==> src/dcc_consts.svh <==
// Offsets, reset values and field widths of the dual comparator control block.
// Assumes the includer works on 32-bit AHB-Lite words.
`ifndef DCC_CONSTS_SVH
`define DCC_CONSTS_SVH

// ==========================================================================
// Register byte offsets (low address byte)
// ==========================================================================
`define DCC_OFS_CMP0_MODE   8'h98
`define DCC_OFS_CMP1_MODE   8'h9c
`define DCC_OFS_CMP0_INSEL  8'ha0
`define DCC_OFS_CMP1_INSEL  8'ha4
`define DCC_OFS_CTRL        8'ha8
`define DCC_OFS_IRQ_STAT    8'hac
`define DCC_OFS_IRQ_CLR     8'hb0
`define DCC_OFS_IRQ_EN      8'hb4
`define DCC_OFS_CMP_STATE   8'hb8

// ==========================================================================
// Reset values and sizes
// ==========================================================================
`define DCC_MODE_RST        8'h02
`define DCC_INSEL_RST       8'h00
`define DCC_MODE_MASK       8'h33
`define DCC_INSEL_MASK      8'h0f
`define DCC_CHANNELS        2
`define DCC_EVENTS          4
`define DCC_SYNC_DEPTH      2
`define DCC_HTRANS_NONSEQ   2'h2
`define DCC_ADDR_LSB        2

`endif

==> src/dcc_pkg.sv <==
// Types shared by the dual comparator control block.
// Assumes dcc_consts.svh defines the sizes used here.
`include "dcc_consts.svh"

package dcc_pkg;

	// ======================================================================
	// Register layouts
	// ======================================================================
	typedef struct packed {
		logic [1:0] unused_hi;
		logic       rise_irq_en;
		logic       fall_irq_en;
		logic [1:0] unused_lo;
		logic [1:0] response_mode;
	} dcc_mode_t;

	typedef struct packed {
		logic [3:0] unused;
		logic [1:0] pos_sel;
		logic [1:0] neg_sel;
	} dcc_insel_t;

	// Edge events of one channel
	typedef struct packed {
		logic rise;
		logic fall;
	} dcc_edge_t;

	typedef enum logic [1:0] {
		DCC_RSP_FASTEST,
		DCC_RSP_FAST,
		DCC_RSP_SLOW,
		DCC_RSP_LOW_POWER
	} dcc_resp_t;

endpackage : dcc_pkg

==> src/dcc_chan.sv <==
// One comparator channel: raw pass-through, clock-synchronised latched
// output and edge events. Assumes raw_in comes straight from the analog
// comparator, asynchronous to hclk.
`timescale 1ns/1ps
`include "dcc_consts.svh"

module dcc_chan (
	input  wire logic        hclk,
	input  wire logic        hresetn,
	input  wire logic        raw_in,
	output logic             raw_out,
	output logic             latched_out,
	output dcc_pkg::dcc_edge_t edge_ev
);

	logic [`DCC_SYNC_DEPTH-1:0] sync_q;
	logic                       prev_q;

	// ======================================================================
	// Raw path, works with hclk stopped
	// ======================================================================
	assign raw_out = raw_in;

	// ======================================================================
	// Synchroniser and edge detect
	// ======================================================================
	always_ff @(posedge hclk or negedge hresetn)
	begin
		if (!hresetn)
			sync_q <= '0;
		else
			sync_q <= {sync_q[0], raw_in};
	end

	always_ff @(posedge hclk or negedge hresetn)
	begin
		if (!hresetn)
			prev_q <= 1'b0;
		else
			prev_q <= sync_q[`DCC_SYNC_DEPTH-1];
	end

	assign latched_out  = sync_q[`DCC_SYNC_DEPTH-1];
	assign edge_ev.rise = sync_q[`DCC_SYNC_DEPTH-1] & ~prev_q;
	assign edge_ev.fall = ~sync_q[`DCC_SYNC_DEPTH-1] & prev_q;

	chk_latch_two_ff: assert property (@(posedge hclk) disable iff (!hresetn)
		##2 (latched_out == $past(raw_in, 2)))
		else $error("latched output not two cycles behind raw input");

	chk_rise_edge: assert property (@(posedge hclk) disable iff (!hresetn)
		edge_ev.rise |-> (latched_out && !$past(latched_out) && !edge_ev.fall))
		else $error("rise event without rising latched output");

	chk_fall_edge: assert property (@(posedge hclk) disable iff (!hresetn)
		($fell(latched_out)) |-> edge_ev.fall)
		else $error("falling latched output missed");

endmodule : dcc_chan

==> src/dcc_top.sv <==
// Dual comparator control block with an AHB-Lite register slave.
// Assumes a single AHB-Lite master, word transfers only, and analog
// comparator results arriving asynchronously on cmp_result_in.
//
// Chosen here: the AHB-Lite interface to the registers.
`timescale 1ns/1ps
`include "dcc_consts.svh"

// Contract
// - Two comparator channels behave alike, differing only in input choices and reset capability.
// - Channel zero can request a system reset when enabled; channel one cannot.
// - Each channel offers a clock-latched result and a raw unregistered result as outputs.
// - The raw result path uses no clock and keeps working while the clock is stopped.
// - Channel zero takes its positive and negative input choice from two 2-bit fields.
// - Channel one takes its positive and negative input choice from two 2-bit fields of its own.
// - The channel-one mode register has rising-edge irq enable at bit 5 and falling at bit 4.
// - Each channel has a 2-bit response mode at bits 1..0, 0 fastest, 3 lowest power.
module dcc_top (
	input  wire logic        hclk,
	input  wire logic        hresetn,
	input  wire logic        hsel,
	input  wire logic [31:0] haddr,
	input  wire logic [1:0]  htrans,
	input  wire logic        hwrite,
	input  wire logic [2:0]  hsize,
	input  wire logic [31:0] hwdata,
	input  wire logic        hready,
	output logic      [31:0] hrdata,
	output logic             hreadyout,
	output logic             hresp,
	input  wire logic [1:0]  cmp_result_in,
	output logic             cmp0_raw_out,
	output logic             cmp1_raw_out,
	output logic             cmp0_latched_out,
	output logic             cmp1_latched_out,
	output logic      [1:0]  cmp0_pos_sel,
	output logic      [1:0]  cmp0_neg_sel,
	output logic      [1:0]  cmp1_pos_sel,
	output logic      [1:0]  cmp1_neg_sel,
	output logic      [1:0]  cmp0_response_mode,
	output logic      [1:0]  cmp1_response_mode,
	output logic             cmp0_reset_req,
	output logic             irq
);

	dcc_pkg::dcc_mode_t         mode_q  [`DCC_CHANNELS];
	dcc_pkg::dcc_insel_t        insel_q [`DCC_CHANNELS];
	dcc_pkg::dcc_edge_t         edge_ev [`DCC_CHANNELS];
	logic [`DCC_CHANNELS-1:0]   raw_w;
	logic [`DCC_CHANNELS-1:0]   latched_w;
	logic                       rst_en_q;
	logic                       rst_req_q;
	logic [`DCC_EVENTS-1:0]     irq_stat_q;
	logic [`DCC_EVENTS-1:0]     irq_stat_d;
	logic [`DCC_EVENTS-1:0]     irq_en_q;
	logic [`DCC_EVENTS-1:0]     irq_set;
	logic [`DCC_EVENTS-1:0]     irq_clr;
	logic [7:0]                 addr_q;
	logic                       wr_q;
	logic                       rd_q;
	logic                       rd_done_q;
	logic [31:0]                hrdata_q;
	logic [31:0]                rd_mux;
	logic                       ap_valid;
	logic                       wr_now;

	// ======================================================================
	// Channels
	// ======================================================================
	genvar gi;
	generate
		for (gi = 0; gi < `DCC_CHANNELS; gi++)
		begin : g_chan
			dcc_chan u_chan (
				.hclk        (hclk),
				.hresetn     (hresetn),
				.raw_in      (cmp_result_in[gi]),
				.raw_out     (raw_w[gi]),
				.latched_out (latched_w[gi]),
				.edge_ev     (edge_ev[gi])
			);
			// Event pair per channel, gated by the mode-register polarity enables
			assign irq_set[2*gi+1] = edge_ev[gi].rise & mode_q[gi].rise_irq_en;
			assign irq_set[2*gi]   = edge_ev[gi].fall & mode_q[gi].fall_irq_en;
		end
	endgenerate

	assign cmp0_raw_out       = raw_w[0];
	assign cmp1_raw_out       = raw_w[1];
	assign cmp0_latched_out   = latched_w[0];
	assign cmp1_latched_out   = latched_w[1];
	assign cmp0_pos_sel       = insel_q[0].pos_sel;
	assign cmp0_neg_sel       = insel_q[0].neg_sel;
	assign cmp1_pos_sel       = insel_q[1].pos_sel;
	assign cmp1_neg_sel       = insel_q[1].neg_sel;
	assign cmp0_response_mode = mode_q[0].response_mode;
	assign cmp1_response_mode = mode_q[1].response_mode;

	// ======================================================================
	// AHB-Lite slave
	// ======================================================================
	assign ap_valid  = hsel & hready & (htrans == `DCC_HTRANS_NONSEQ);
	assign hreadyout = ~(rd_q & ~rd_done_q);
	assign hresp     = 1'b0;
	assign hrdata    = hrdata_q;
	assign wr_now    = wr_q & hready;

	always_ff @(posedge hclk or negedge hresetn)
	begin
		if (!hresetn)
		begin
			addr_q <= 8'h00;
			wr_q   <= 1'b0;
			rd_q   <= 1'b0;
		end
		else if (hready)
		begin
			addr_q <= {haddr[7:`DCC_ADDR_LSB], 2'h0};
			wr_q   <= ap_valid & hwrite;
			rd_q   <= ap_valid & ~hwrite;
		end
	end

	// Reads take one wait state so a write just before is seen
	always_ff @(posedge hclk or negedge hresetn)
	begin
		if (!hresetn)
			rd_done_q <= 1'b0;
		else if (hready)
			rd_done_q <= 1'b0;
		else if (rd_q)
			rd_done_q <= 1'b1;
	end

	always_comb
	begin
		rd_mux = 32'h0000_0000;
		case (addr_q)
			`DCC_OFS_CMP0_MODE:  rd_mux[7:0] = mode_q[0] & `DCC_MODE_MASK;
			`DCC_OFS_CMP1_MODE:  rd_mux[7:0] = mode_q[1] & `DCC_MODE_MASK;
			`DCC_OFS_CMP0_INSEL: rd_mux[7:0] = insel_q[0];
			`DCC_OFS_CMP1_INSEL: rd_mux[7:0] = insel_q[1];
			`DCC_OFS_CTRL:       rd_mux[0]   = rst_en_q;
			`DCC_OFS_IRQ_STAT:   rd_mux[`DCC_EVENTS-1:0] = irq_stat_q;
			`DCC_OFS_IRQ_EN:     rd_mux[`DCC_EVENTS-1:0] = irq_en_q;
			`DCC_OFS_CMP_STATE:  rd_mux[`DCC_CHANNELS-1:0] = latched_w;
			default:             rd_mux = 32'h0000_0000;
		endcase
	end

	always_ff @(posedge hclk or negedge hresetn)
	begin
		if (!hresetn)
			hrdata_q <= 32'h0000_0000;
		else if (rd_q && !rd_done_q)
			hrdata_q <= rd_mux;
	end

	// ======================================================================
	// Configuration registers
	// ======================================================================
	always_ff @(posedge hclk or negedge hresetn)
	begin
		if (!hresetn)
		begin
			mode_q[0] <= dcc_pkg::dcc_mode_t'(`DCC_MODE_RST);
			mode_q[1] <= dcc_pkg::dcc_mode_t'(`DCC_MODE_RST);
		end
		else if (wr_now)
		begin
			if (addr_q == `DCC_OFS_CMP0_MODE)
				mode_q[0] <= dcc_pkg::dcc_mode_t'(hwdata[7:0] & `DCC_MODE_MASK);
			if (addr_q == `DCC_OFS_CMP1_MODE)
				mode_q[1] <= dcc_pkg::dcc_mode_t'(hwdata[7:0] & `DCC_MODE_MASK);
		end
	end

	always_ff @(posedge hclk or negedge hresetn)
	begin
		if (!hresetn)
		begin
			insel_q[0] <= dcc_pkg::dcc_insel_t'(`DCC_INSEL_RST);
			insel_q[1] <= dcc_pkg::dcc_insel_t'(`DCC_INSEL_RST);
		end
		else if (wr_now)
		begin
			if (addr_q == `DCC_OFS_CMP0_INSEL)
				insel_q[0] <= dcc_pkg::dcc_insel_t'(hwdata[7:0] & `DCC_INSEL_MASK);
			if (addr_q == `DCC_OFS_CMP1_INSEL)
				insel_q[1] <= dcc_pkg::dcc_insel_t'(hwdata[7:0] & `DCC_INSEL_MASK);
		end
	end

	always_ff @(posedge hclk or negedge hresetn)
	begin
		if (!hresetn)
			rst_en_q <= 1'b0;
		else if (wr_now && addr_q == `DCC_OFS_CTRL)
			rst_en_q <= hwdata[0];
	end

	// ======================================================================
	// Reset request, channel zero only, active while its output is low
	// ======================================================================
	always_ff @(posedge hclk or negedge hresetn)
	begin
		if (!hresetn)
			rst_req_q <= 1'b0;
		else
			rst_req_q <= rst_en_q & ~latched_w[0];
	end

	assign cmp0_reset_req = rst_req_q;

	// ======================================================================
	// Interrupts: sticky status, write-one clear, enable mask
	// ======================================================================
	assign irq_clr = (wr_now && addr_q == `DCC_OFS_IRQ_CLR) ? hwdata[`DCC_EVENTS-1:0] : '0;

	// Set wins over a clear in the same cycle
	always_comb
	begin
		irq_stat_d = (irq_stat_q & ~irq_clr) | irq_set;
	end

	always_ff @(posedge hclk or negedge hresetn)
	begin
		if (!hresetn)
			irq_stat_q <= '0;
		else
			irq_stat_q <= irq_stat_d;
	end

	always_ff @(posedge hclk or negedge hresetn)
	begin
		if (!hresetn)
			irq_en_q <= '0;
		else if (wr_now && addr_q == `DCC_OFS_IRQ_EN)
			irq_en_q <= hwdata[`DCC_EVENTS-1:0];
	end

	assign irq = |(irq_stat_q & irq_en_q);

	// ======================================================================
	// Checks
	// ======================================================================
	chk_rise_sets_stat: assert property (@(posedge hclk) disable iff (!hresetn)
		(edge_ev[1].rise && mode_q[1].rise_irq_en) |=> irq_stat_q[3])
		else $error("enabled channel one rise did not set status");

	chk_rise0_sets_stat: assert property (@(posedge hclk) disable iff (!hresetn)
		(edge_ev[0].rise && mode_q[0].rise_irq_en) |=> irq_stat_q[1])
		else $error("enabled channel zero rise did not set status");

	chk_fall0_sets_stat: assert property (@(posedge hclk) disable iff (!hresetn)
		(edge_ev[0].fall && mode_q[0].fall_irq_en) |=> irq_stat_q[0])
		else $error("enabled channel zero fall did not set status");

	chk_clear_stat: assert property (@(posedge hclk) disable iff (!hresetn)
		(irq_clr[3] && !irq_set[3]) |=> !irq_stat_q[3])
		else $error("cleared status bit stayed set");

	chk_masked_rise: assert property (@(posedge hclk) disable iff (!hresetn)
		(edge_ev[1].rise && !mode_q[1].rise_irq_en && !irq_stat_q[3]) |=> !irq_stat_q[3])
		else $error("disabled rise edge set status");

	chk_irq_level: assert property (@(posedge hclk) disable iff (!hresetn)
		(edge_ev[0].fall && mode_q[0].fall_irq_en && irq_en_q[0]) |=> irq)
		else $error("enabled event did not raise irq");

	chk_reset_req: assert property (@(posedge hclk) disable iff (!hresetn)
		(rst_en_q && !cmp0_latched_out) |=> cmp0_reset_req)
		else $error("channel zero reset request missing");

	chk_no_reset_req: assert property (@(posedge hclk) disable iff (!hresetn)
		!rst_en_q |=> !cmp0_reset_req)
		else $error("reset request while disabled");

	chk_mode1_write: assert property (@(posedge hclk) disable iff (!hresetn)
		(wr_now && addr_q == `DCC_OFS_CMP1_MODE) |=>
		(mode_q[1].rise_irq_en == $past(hwdata[5]) && mode_q[1].fall_irq_en == $past(hwdata[4])))
		else $error("channel one edge enables not at bits 5 and 4");

	chk_resp_mode: assert property (@(posedge hclk) disable iff (!hresetn)
		(wr_now && addr_q == `DCC_OFS_CMP1_MODE) |=> (cmp1_response_mode == $past(hwdata[1:0])))
		else $error("channel one response mode not at bits 1..0");

	chk_insel0_write: assert property (@(posedge hclk) disable iff (!hresetn)
		(wr_now && addr_q == `DCC_OFS_CMP0_INSEL) |=>
		(cmp0_pos_sel == $past(hwdata[3:2]) && cmp0_neg_sel == $past(hwdata[1:0])))
		else $error("channel zero input select not updated");

	chk_insel1_write: assert property (@(posedge hclk) disable iff (!hresetn)
		(wr_now && addr_q == `DCC_OFS_CMP1_INSEL) |=>
		(cmp1_pos_sel == $past(hwdata[3:2]) && cmp1_neg_sel == $past(hwdata[1:0])))
		else $error("channel one input select not updated");

	chk_raw_pass: assert property (@(posedge hclk) disable iff (!hresetn)
		$changed(cmp_result_in[1]) |-> ##2 (cmp1_latched_out == $past(cmp1_raw_out, 2)))
		else $error("raw and latched paths disagree");

	chk_read_wait: assert property (@(posedge hclk) disable iff (!hresetn)
		(ap_valid && !hwrite) |=> !hreadyout ##1 hreadyout)
		else $error("read answer not after exactly one wait state");

endmodule : dcc_top

==> config.mk <==
export PLATFORM = sky130hd
export DESIGN_NAME = dcc_top
export DESIGN_NICKNAME = d
export VERILOG_FILES = /design/src/dcc_pkg.sv /design/src/dcc_chan.sv /design/src/dcc_top.sv
export VERILOG_INCLUDE_DIRS = /design/src
export SDC_FILE = /design/constraint.sdc
export NUM_CORES = 1
export LEC_CHECK = 0
export ABC_AREA = 1
export BUFFER_PORTS_ARGS = -buffer_cell sky130_fd_sc_hd__buf_2
export CAP_MARGIN = 40
export CORE_MARGIN = 2
export CORE_UTILIZATION = 48
export CTS_CLUSTER_DIAMETER = 200
export DETAILED_ROUTE_END_ITERATION = 8
export GPL_TIMING_DRIVEN = 0
export PLACE_DENSITY_LB_ADDON = 0.3
export SETUP_SLACK_MARGIN = 0.15
export SYNTH_ARGS = -nofsm -noshare
export SYNTH_HDL_FRONTEND = slang
export SYNTH_SLANG_ARGS = --single-unit
==> constraint.sdc <==
create_clock -name hclk -period 2.1 [get_ports hclk]
set_input_delay 0.315 -clock hclk [delete_from_list [all_inputs] [get_ports hclk]]
set_output_delay 0.315 -clock hclk [all_outputs]
set_load 0.05 [all_outputs]
# Word-level counts from Yosys, hierarchy flattened
# Cells that the tools add are included.
dict set report totals {
  reg_bits 49
}
dict set report op_classes {
  n_eq_ne 10
  mux 7
  bitwise_logic 26
  reduce_logical 11
}
# operator count
set ops {}
lappend ops {{$eq A6 B6 Y1 const B} 9}
lappend ops {{$and A1 B1 Y1} 15}
lappend ops {{$and A4 B4 Y4} 2}
lappend ops {{$pmux W1 S8} 1}
lappend ops {{$pmux W2 S4} 1}
lappend ops {{$reduce_and A2 Y1} 4}
lappend ops {{$not A1 Y1} 7}
lappend ops {{$pmux W1 S7} 1}
lappend ops {{$logic_and A1 B1 Y1} 4}
lappend ops {{$mux W4} 1}
lappend ops {{$not A4 Y4} 1}
lappend ops {{$or A4 B4 Y4} 1}
lappend ops {{$pmux W2 S2} 1}
lappend ops {{$reduce_or A4 Y1} 1}
lappend ops {{$eq A2 B2 Y1 const B} 1}
lappend ops {{$mux W1} 2}
lappend ops {{$reduce_bool A2 Y1} 1}
lappend ops {{$logic_not A1 Y1} 1}

# Depth between registers and ports, before layout
dict set report depth {
  depth_word 6
  ltp_mapped 9
  depth_no_buf 9
}

# By module
# Synthesis repeated with hierarchy kept, for this count alone.
dict set report unflattened {
  hier_cells 277
  hier_area_um2 2359.8
}
# module n_inst cells_per_inst area_per_inst_um2 seq_area_each_um2
set by_module_without_submodules {}
lappend by_module_without_submodules {dcc_top 1 261 2164.6 1028.5}
lappend by_module_without_submodules {dcc_chan 2 8 97.6 75.1}

# Least setup slack after synthesis
# Ideal clock, no wire load.
dict set report synth_path {
  path_kind {flip-flop to output port}
  from {register rd_done_q}
  to {output port hreadyout}
  t_arrival_ps 1022
  t_required_ps 1785
  setup_slack_ps 763
  path_stages_with_launch 3
  path_cell_list {dfrtp_1 -> nor2_1 -> inv_1}
}
dict set report synth_between {
  elab_chain_cells 3
}
# item line_no
set synth_rtl {}
lappend synth_rtl {{from (decl)} dcc_top.sv:61} ;# logic rd_done_q;
lappend synth_rtl {{from (signal assigned)} dcc_top.sv:128} ;# rd_done_q <= 1'b0;
lappend synth_rtl {{from (signal assigned)} dcc_top.sv:130} ;# rd_done_q <= 1'b0;
lappend synth_rtl {{from (signal assigned)} dcc_top.sv:132} ;# rd_done_q <= 1'b1;
lappend synth_rtl {{$not A1 Y1} dcc_top.sv:103} ;# assign hreadyout = ~(rd_q & ~rd_done_q);
lappend synth_rtl {{$and A1 B1 Y1} dcc_top.sv:103}
lappend synth_rtl {{$not A1 Y1} dcc_top.sv:103}
lappend synth_rtl {{to (decl)} dcc_top.sv:29} ;# output logic hreadyout,
# No other way between the ends.

# Worst setup path in the final report
# Same ends and word-level chain as after synthesis.

==> impl_metrics.py <==
metrics = {
    "timing": {
        "skew_ns": 0.01013,
        "rsz0062_at_grt": "no",
        "period_share": 0.8517,
        "finalHoldViolations": 0,
        "slew_violations": 0,
        "hold_ws_ns": 0.1263,
        "finalSetupViolCount": 0,
        "min_period_ns": 1.789,
        "setup_tns_ns": 0,
        "max_freq_ghz": 0.5591,
    },
    "synth": {
        "synth.cell_area_mm2": 0.002323,
        "synth-compound-area-share": 0.08185,
        "synth_cells": 274,
        "yosysWarnings": 0,
        "ys_seq_area_frac": 0.5073,
        "synth-xor-area-share": 0,
        "synth_fa_ha_area_frac": 0,
        "synthSimpleGateAreaFrac": 0.2542,
        "synthMuxAreaShare": 0.004847,
        "yosysUniqueCellTypes": 21,
        "synth_area_per_cell_um2": 8.480,
        "ys_ff_latch": 47,
        "synth_top_family_by_area": "simple AND/OR/NAND/NOR gates",
    },
    "placed_design": {
        "placed_area_mm2": 0.002734,
        "place_congestion": 0.8443,
        "place_inst": 400,
        "io_buffer_count": 45,
        "hpwlAfterDp_mm": 3.539,
    },
    "floorplan": {
        "die_height_um": 73.58,
        "core_mm2": 0.004692,
        "rows": 25,
        "start_util": 0.4952,
        "io-pin-count": 128,
        "dieArea_mm2": 0.005413,
        "die_x_um": 73.58,
    },
    "clock_tree": {
        "ctsHtreeMaxLevel": 2,
        "clock_sinks": 47,
        "root_buffer": "clkbuf_8",
        "clock_latency_ns": 0.30,
        "cts_tree": "done",
        "numCtsBuffers": 5,
        "cts_buffer_depth": 2,
        "clk_pin_slew_ns": 0.08,
    },
    "finish": {
        "design_area_mm2": 0.002841,
        "finalNonFillerCells": 409,
        "n_antenna_cell": 0,
        "layout-drive-gt1-share": 0.3127,
        "fin_util": 0.6056,
        "syn_to_final_growth_pct": 22.29,
        "ff_latch_area_mm2": 0.001179,
        "nets": 430,
        "fillers": 444,
        "multi_input_area_um2": 895.9,
    },
    "critical_path": {
        "worstPathRequired_ns": 1.78,
        "arrival_ns": 1.47,
        "worst-setup-path-type": "reg -> out",
        "startpoint_type": "flip-flop",
        "cp-end-kind": "primary output",
        "crit_path_max_fanout": 9,
    },
    "grt": {
        "grt_max_degree": 28,
        "grt.overflow.total": 0,
        "grt_pass1_vias": 1722,
        "grt_use_total": 0.1907,
        "grt_pass1_wl_mm": 7.790,
        "antenna_found_initial": 0,
    },
    "route": {
        "drc": 0,
        "vias_per_cell": 4.535,
        "dr_total_vias": 1855,
        "ant_nets": 0,
        "wl_per_cell_um": 11.43,
        "drt-total-wl_mm": 4.676,
        "drtIter0Drc": 82,
        "first_pass_iters": 4,
    },
    "power_and_ir_drop": {
        "power.leakage_uw": 0.001519,
        "p_clk_frac": 0.283,
        "ir_drop_v": 0.0003992,
        "powerDensity_mw_per_mm2": 699.4,
        "intPower_uw": 1332,
        "p_switching_uw": 655.6,
        "pwr-share-seq": 0.495,
        "switching_share": 0.3299,
        "power_frac_comb": 0.222,
    },
    "run_status": {
        "run_status": "finished clean",
    },
    "min_path": {
        "hp-class": "in -> reg",
    },
    "job": {
        "maxCapViolations": 0,
    },
}
[through the flow]
step	power (uW)	setup WS, ns
floorplan	1340	0.7628
global placement	1430	0.3978
detailed placement	1441	0.3662
CTS	2014	0.2583
global route	2074	0.1909
finish	1987	0.3113
[area by class of cell]
class / count / area share
flip-flops and latches: 47 / 0.4148
multi-input cells: 193 / 0.3153
repair buffers: 47 / 0.08983
plain buffers: 34 / 0.08851
inverters: 26 / 0.03435
clock buffers: 7 / 0.03038
well taps: 54 / 0.02378
clock inverters: 1 / 0.003082
[flip-flops by register name (all words and copies together) (netlist names)]
signal,flops
cmp0_response_mode,2
cmp1_neg_sel,2
cmp0_neg_sel,2
rd_q,1
irq_en_q,4
addr_q,6
rd_done_q,1
g_chan.u_chan.sync_q,4
mode_q,4
wr_q,1
cmp0_reset_req,1
g_chan.u_chan.prev_q,2
cmp1_response_mode,2
cmp1_pos_sel,2
rst_en_q,1
cmp0_pos_sel,2
irq_stat_q,4
hrdata,6
[Yosys cell counts]
library cell  count  area share
nand2_2           5       0.013
nand4_1           2      0.0054
nand3_1          22       0.047
inv_2             5      0.0081
dfrtp_1          45        0.48
nand3_2           2      0.0086
a21oi_1           1      0.0022
nand2_1          74        0.12
dfstp_2           2       0.023
buf_4            33        0.11
a31oi_1           2      0.0054
mux2_2            1      0.0048
o21ai_0          14       0.030
o22ai_1           2      0.0054
nor2_1           14       0.023
nor2_2            3      0.0081
o21ai_1          18       0.039
nor2_4            6       0.029
inv_1            21       0.034
clkbuf_1          1      0.0016
conb_1            1      0.0016
[cells in the final DEF, fill, tap and decap left out, types with 4 or more instances in the layout]
| cell type | n |
|---|---|
| inv_2 | 5 |
| nand2_2 | 5 |
| nor2_2 | 4 |
| nor2_1 | 13 |
| clkbuf_8 | 6 |
| nor2_4 | 6 |
| buf_4 | 33 |
| conb_1 | 27 |
| o21ai_0 | 14 |
| o21ai_1 | 18 |
| nand2_1 | 74 |
| dfrtp_1 | 45 |
| nand3_1 | 22 |
| inv_1 | 21 |
| buf_2 | 45 |
[cell families (layout without fill, tap and decap cells)]
group,after synthesis,in the layout
and+or+nand+nor,128,128
buffers and inverters,60,115
DFF,47,47
AOI/OAI and AO/OA,37,37
other,1,27
muxes,1,1
[power by group through the flow]
stage	clock network (uW)	logic (uW)	registers, uW
floorplan	0	268	1070
global route	609	475	989
detailed placement	0	439	1000
CTS	587	442	984
finish	563	440	984
global placement	0	429	1000
[worst max-delay path: stages (launching register included)]
cell and delay (ns):
dfrtp_1 0.39, nor2_2 0.36, inv_1 0.17, buf_2 0.25
[metal layers]
metal	up-vias	global-route usage	routed length, um
li1	973	-	-
met1	830	0.2462	2135
met2	47	0.3115	2257
met3	5	0.04938	228
met4	0	0.06465	54
met5	-	0	0
[path summary, 6_finish.rpt]
check                      depth (start not counted)                         end  slack [ns]                        from
min in group asynchronous                          2                   hrdata[3]        0.51                     hresetn
max in group asynchronous                          3       cmp1_response_mode[1]        1.01                     hresetn
setup reg to reg                                   6               irq_stat_q[2]        0.68                   addr_q[6]
hold reg to reg                                    0  g_chan[1].u_chan.sync_q[1]        0.35  g_chan[1].u_chan.sync_q[0]
setup / recovery                                   3                   hreadyout        0.31                   rd_done_q
hold / removal                                     1  g_chan[0].u_chan.sync_q[0]        0.13            cmp_result_in[0]
[repair_timing]
action                                  4_1_cts  5_1_grt
hold endpoints to repair                     20        0
hold buffers                                  1        0
gates resized for setup                       1        0
buffers inserted                              0        0
endpoints found under the setup margin        1        0
No activity file was read; power rests on OpenSTA's default activity.
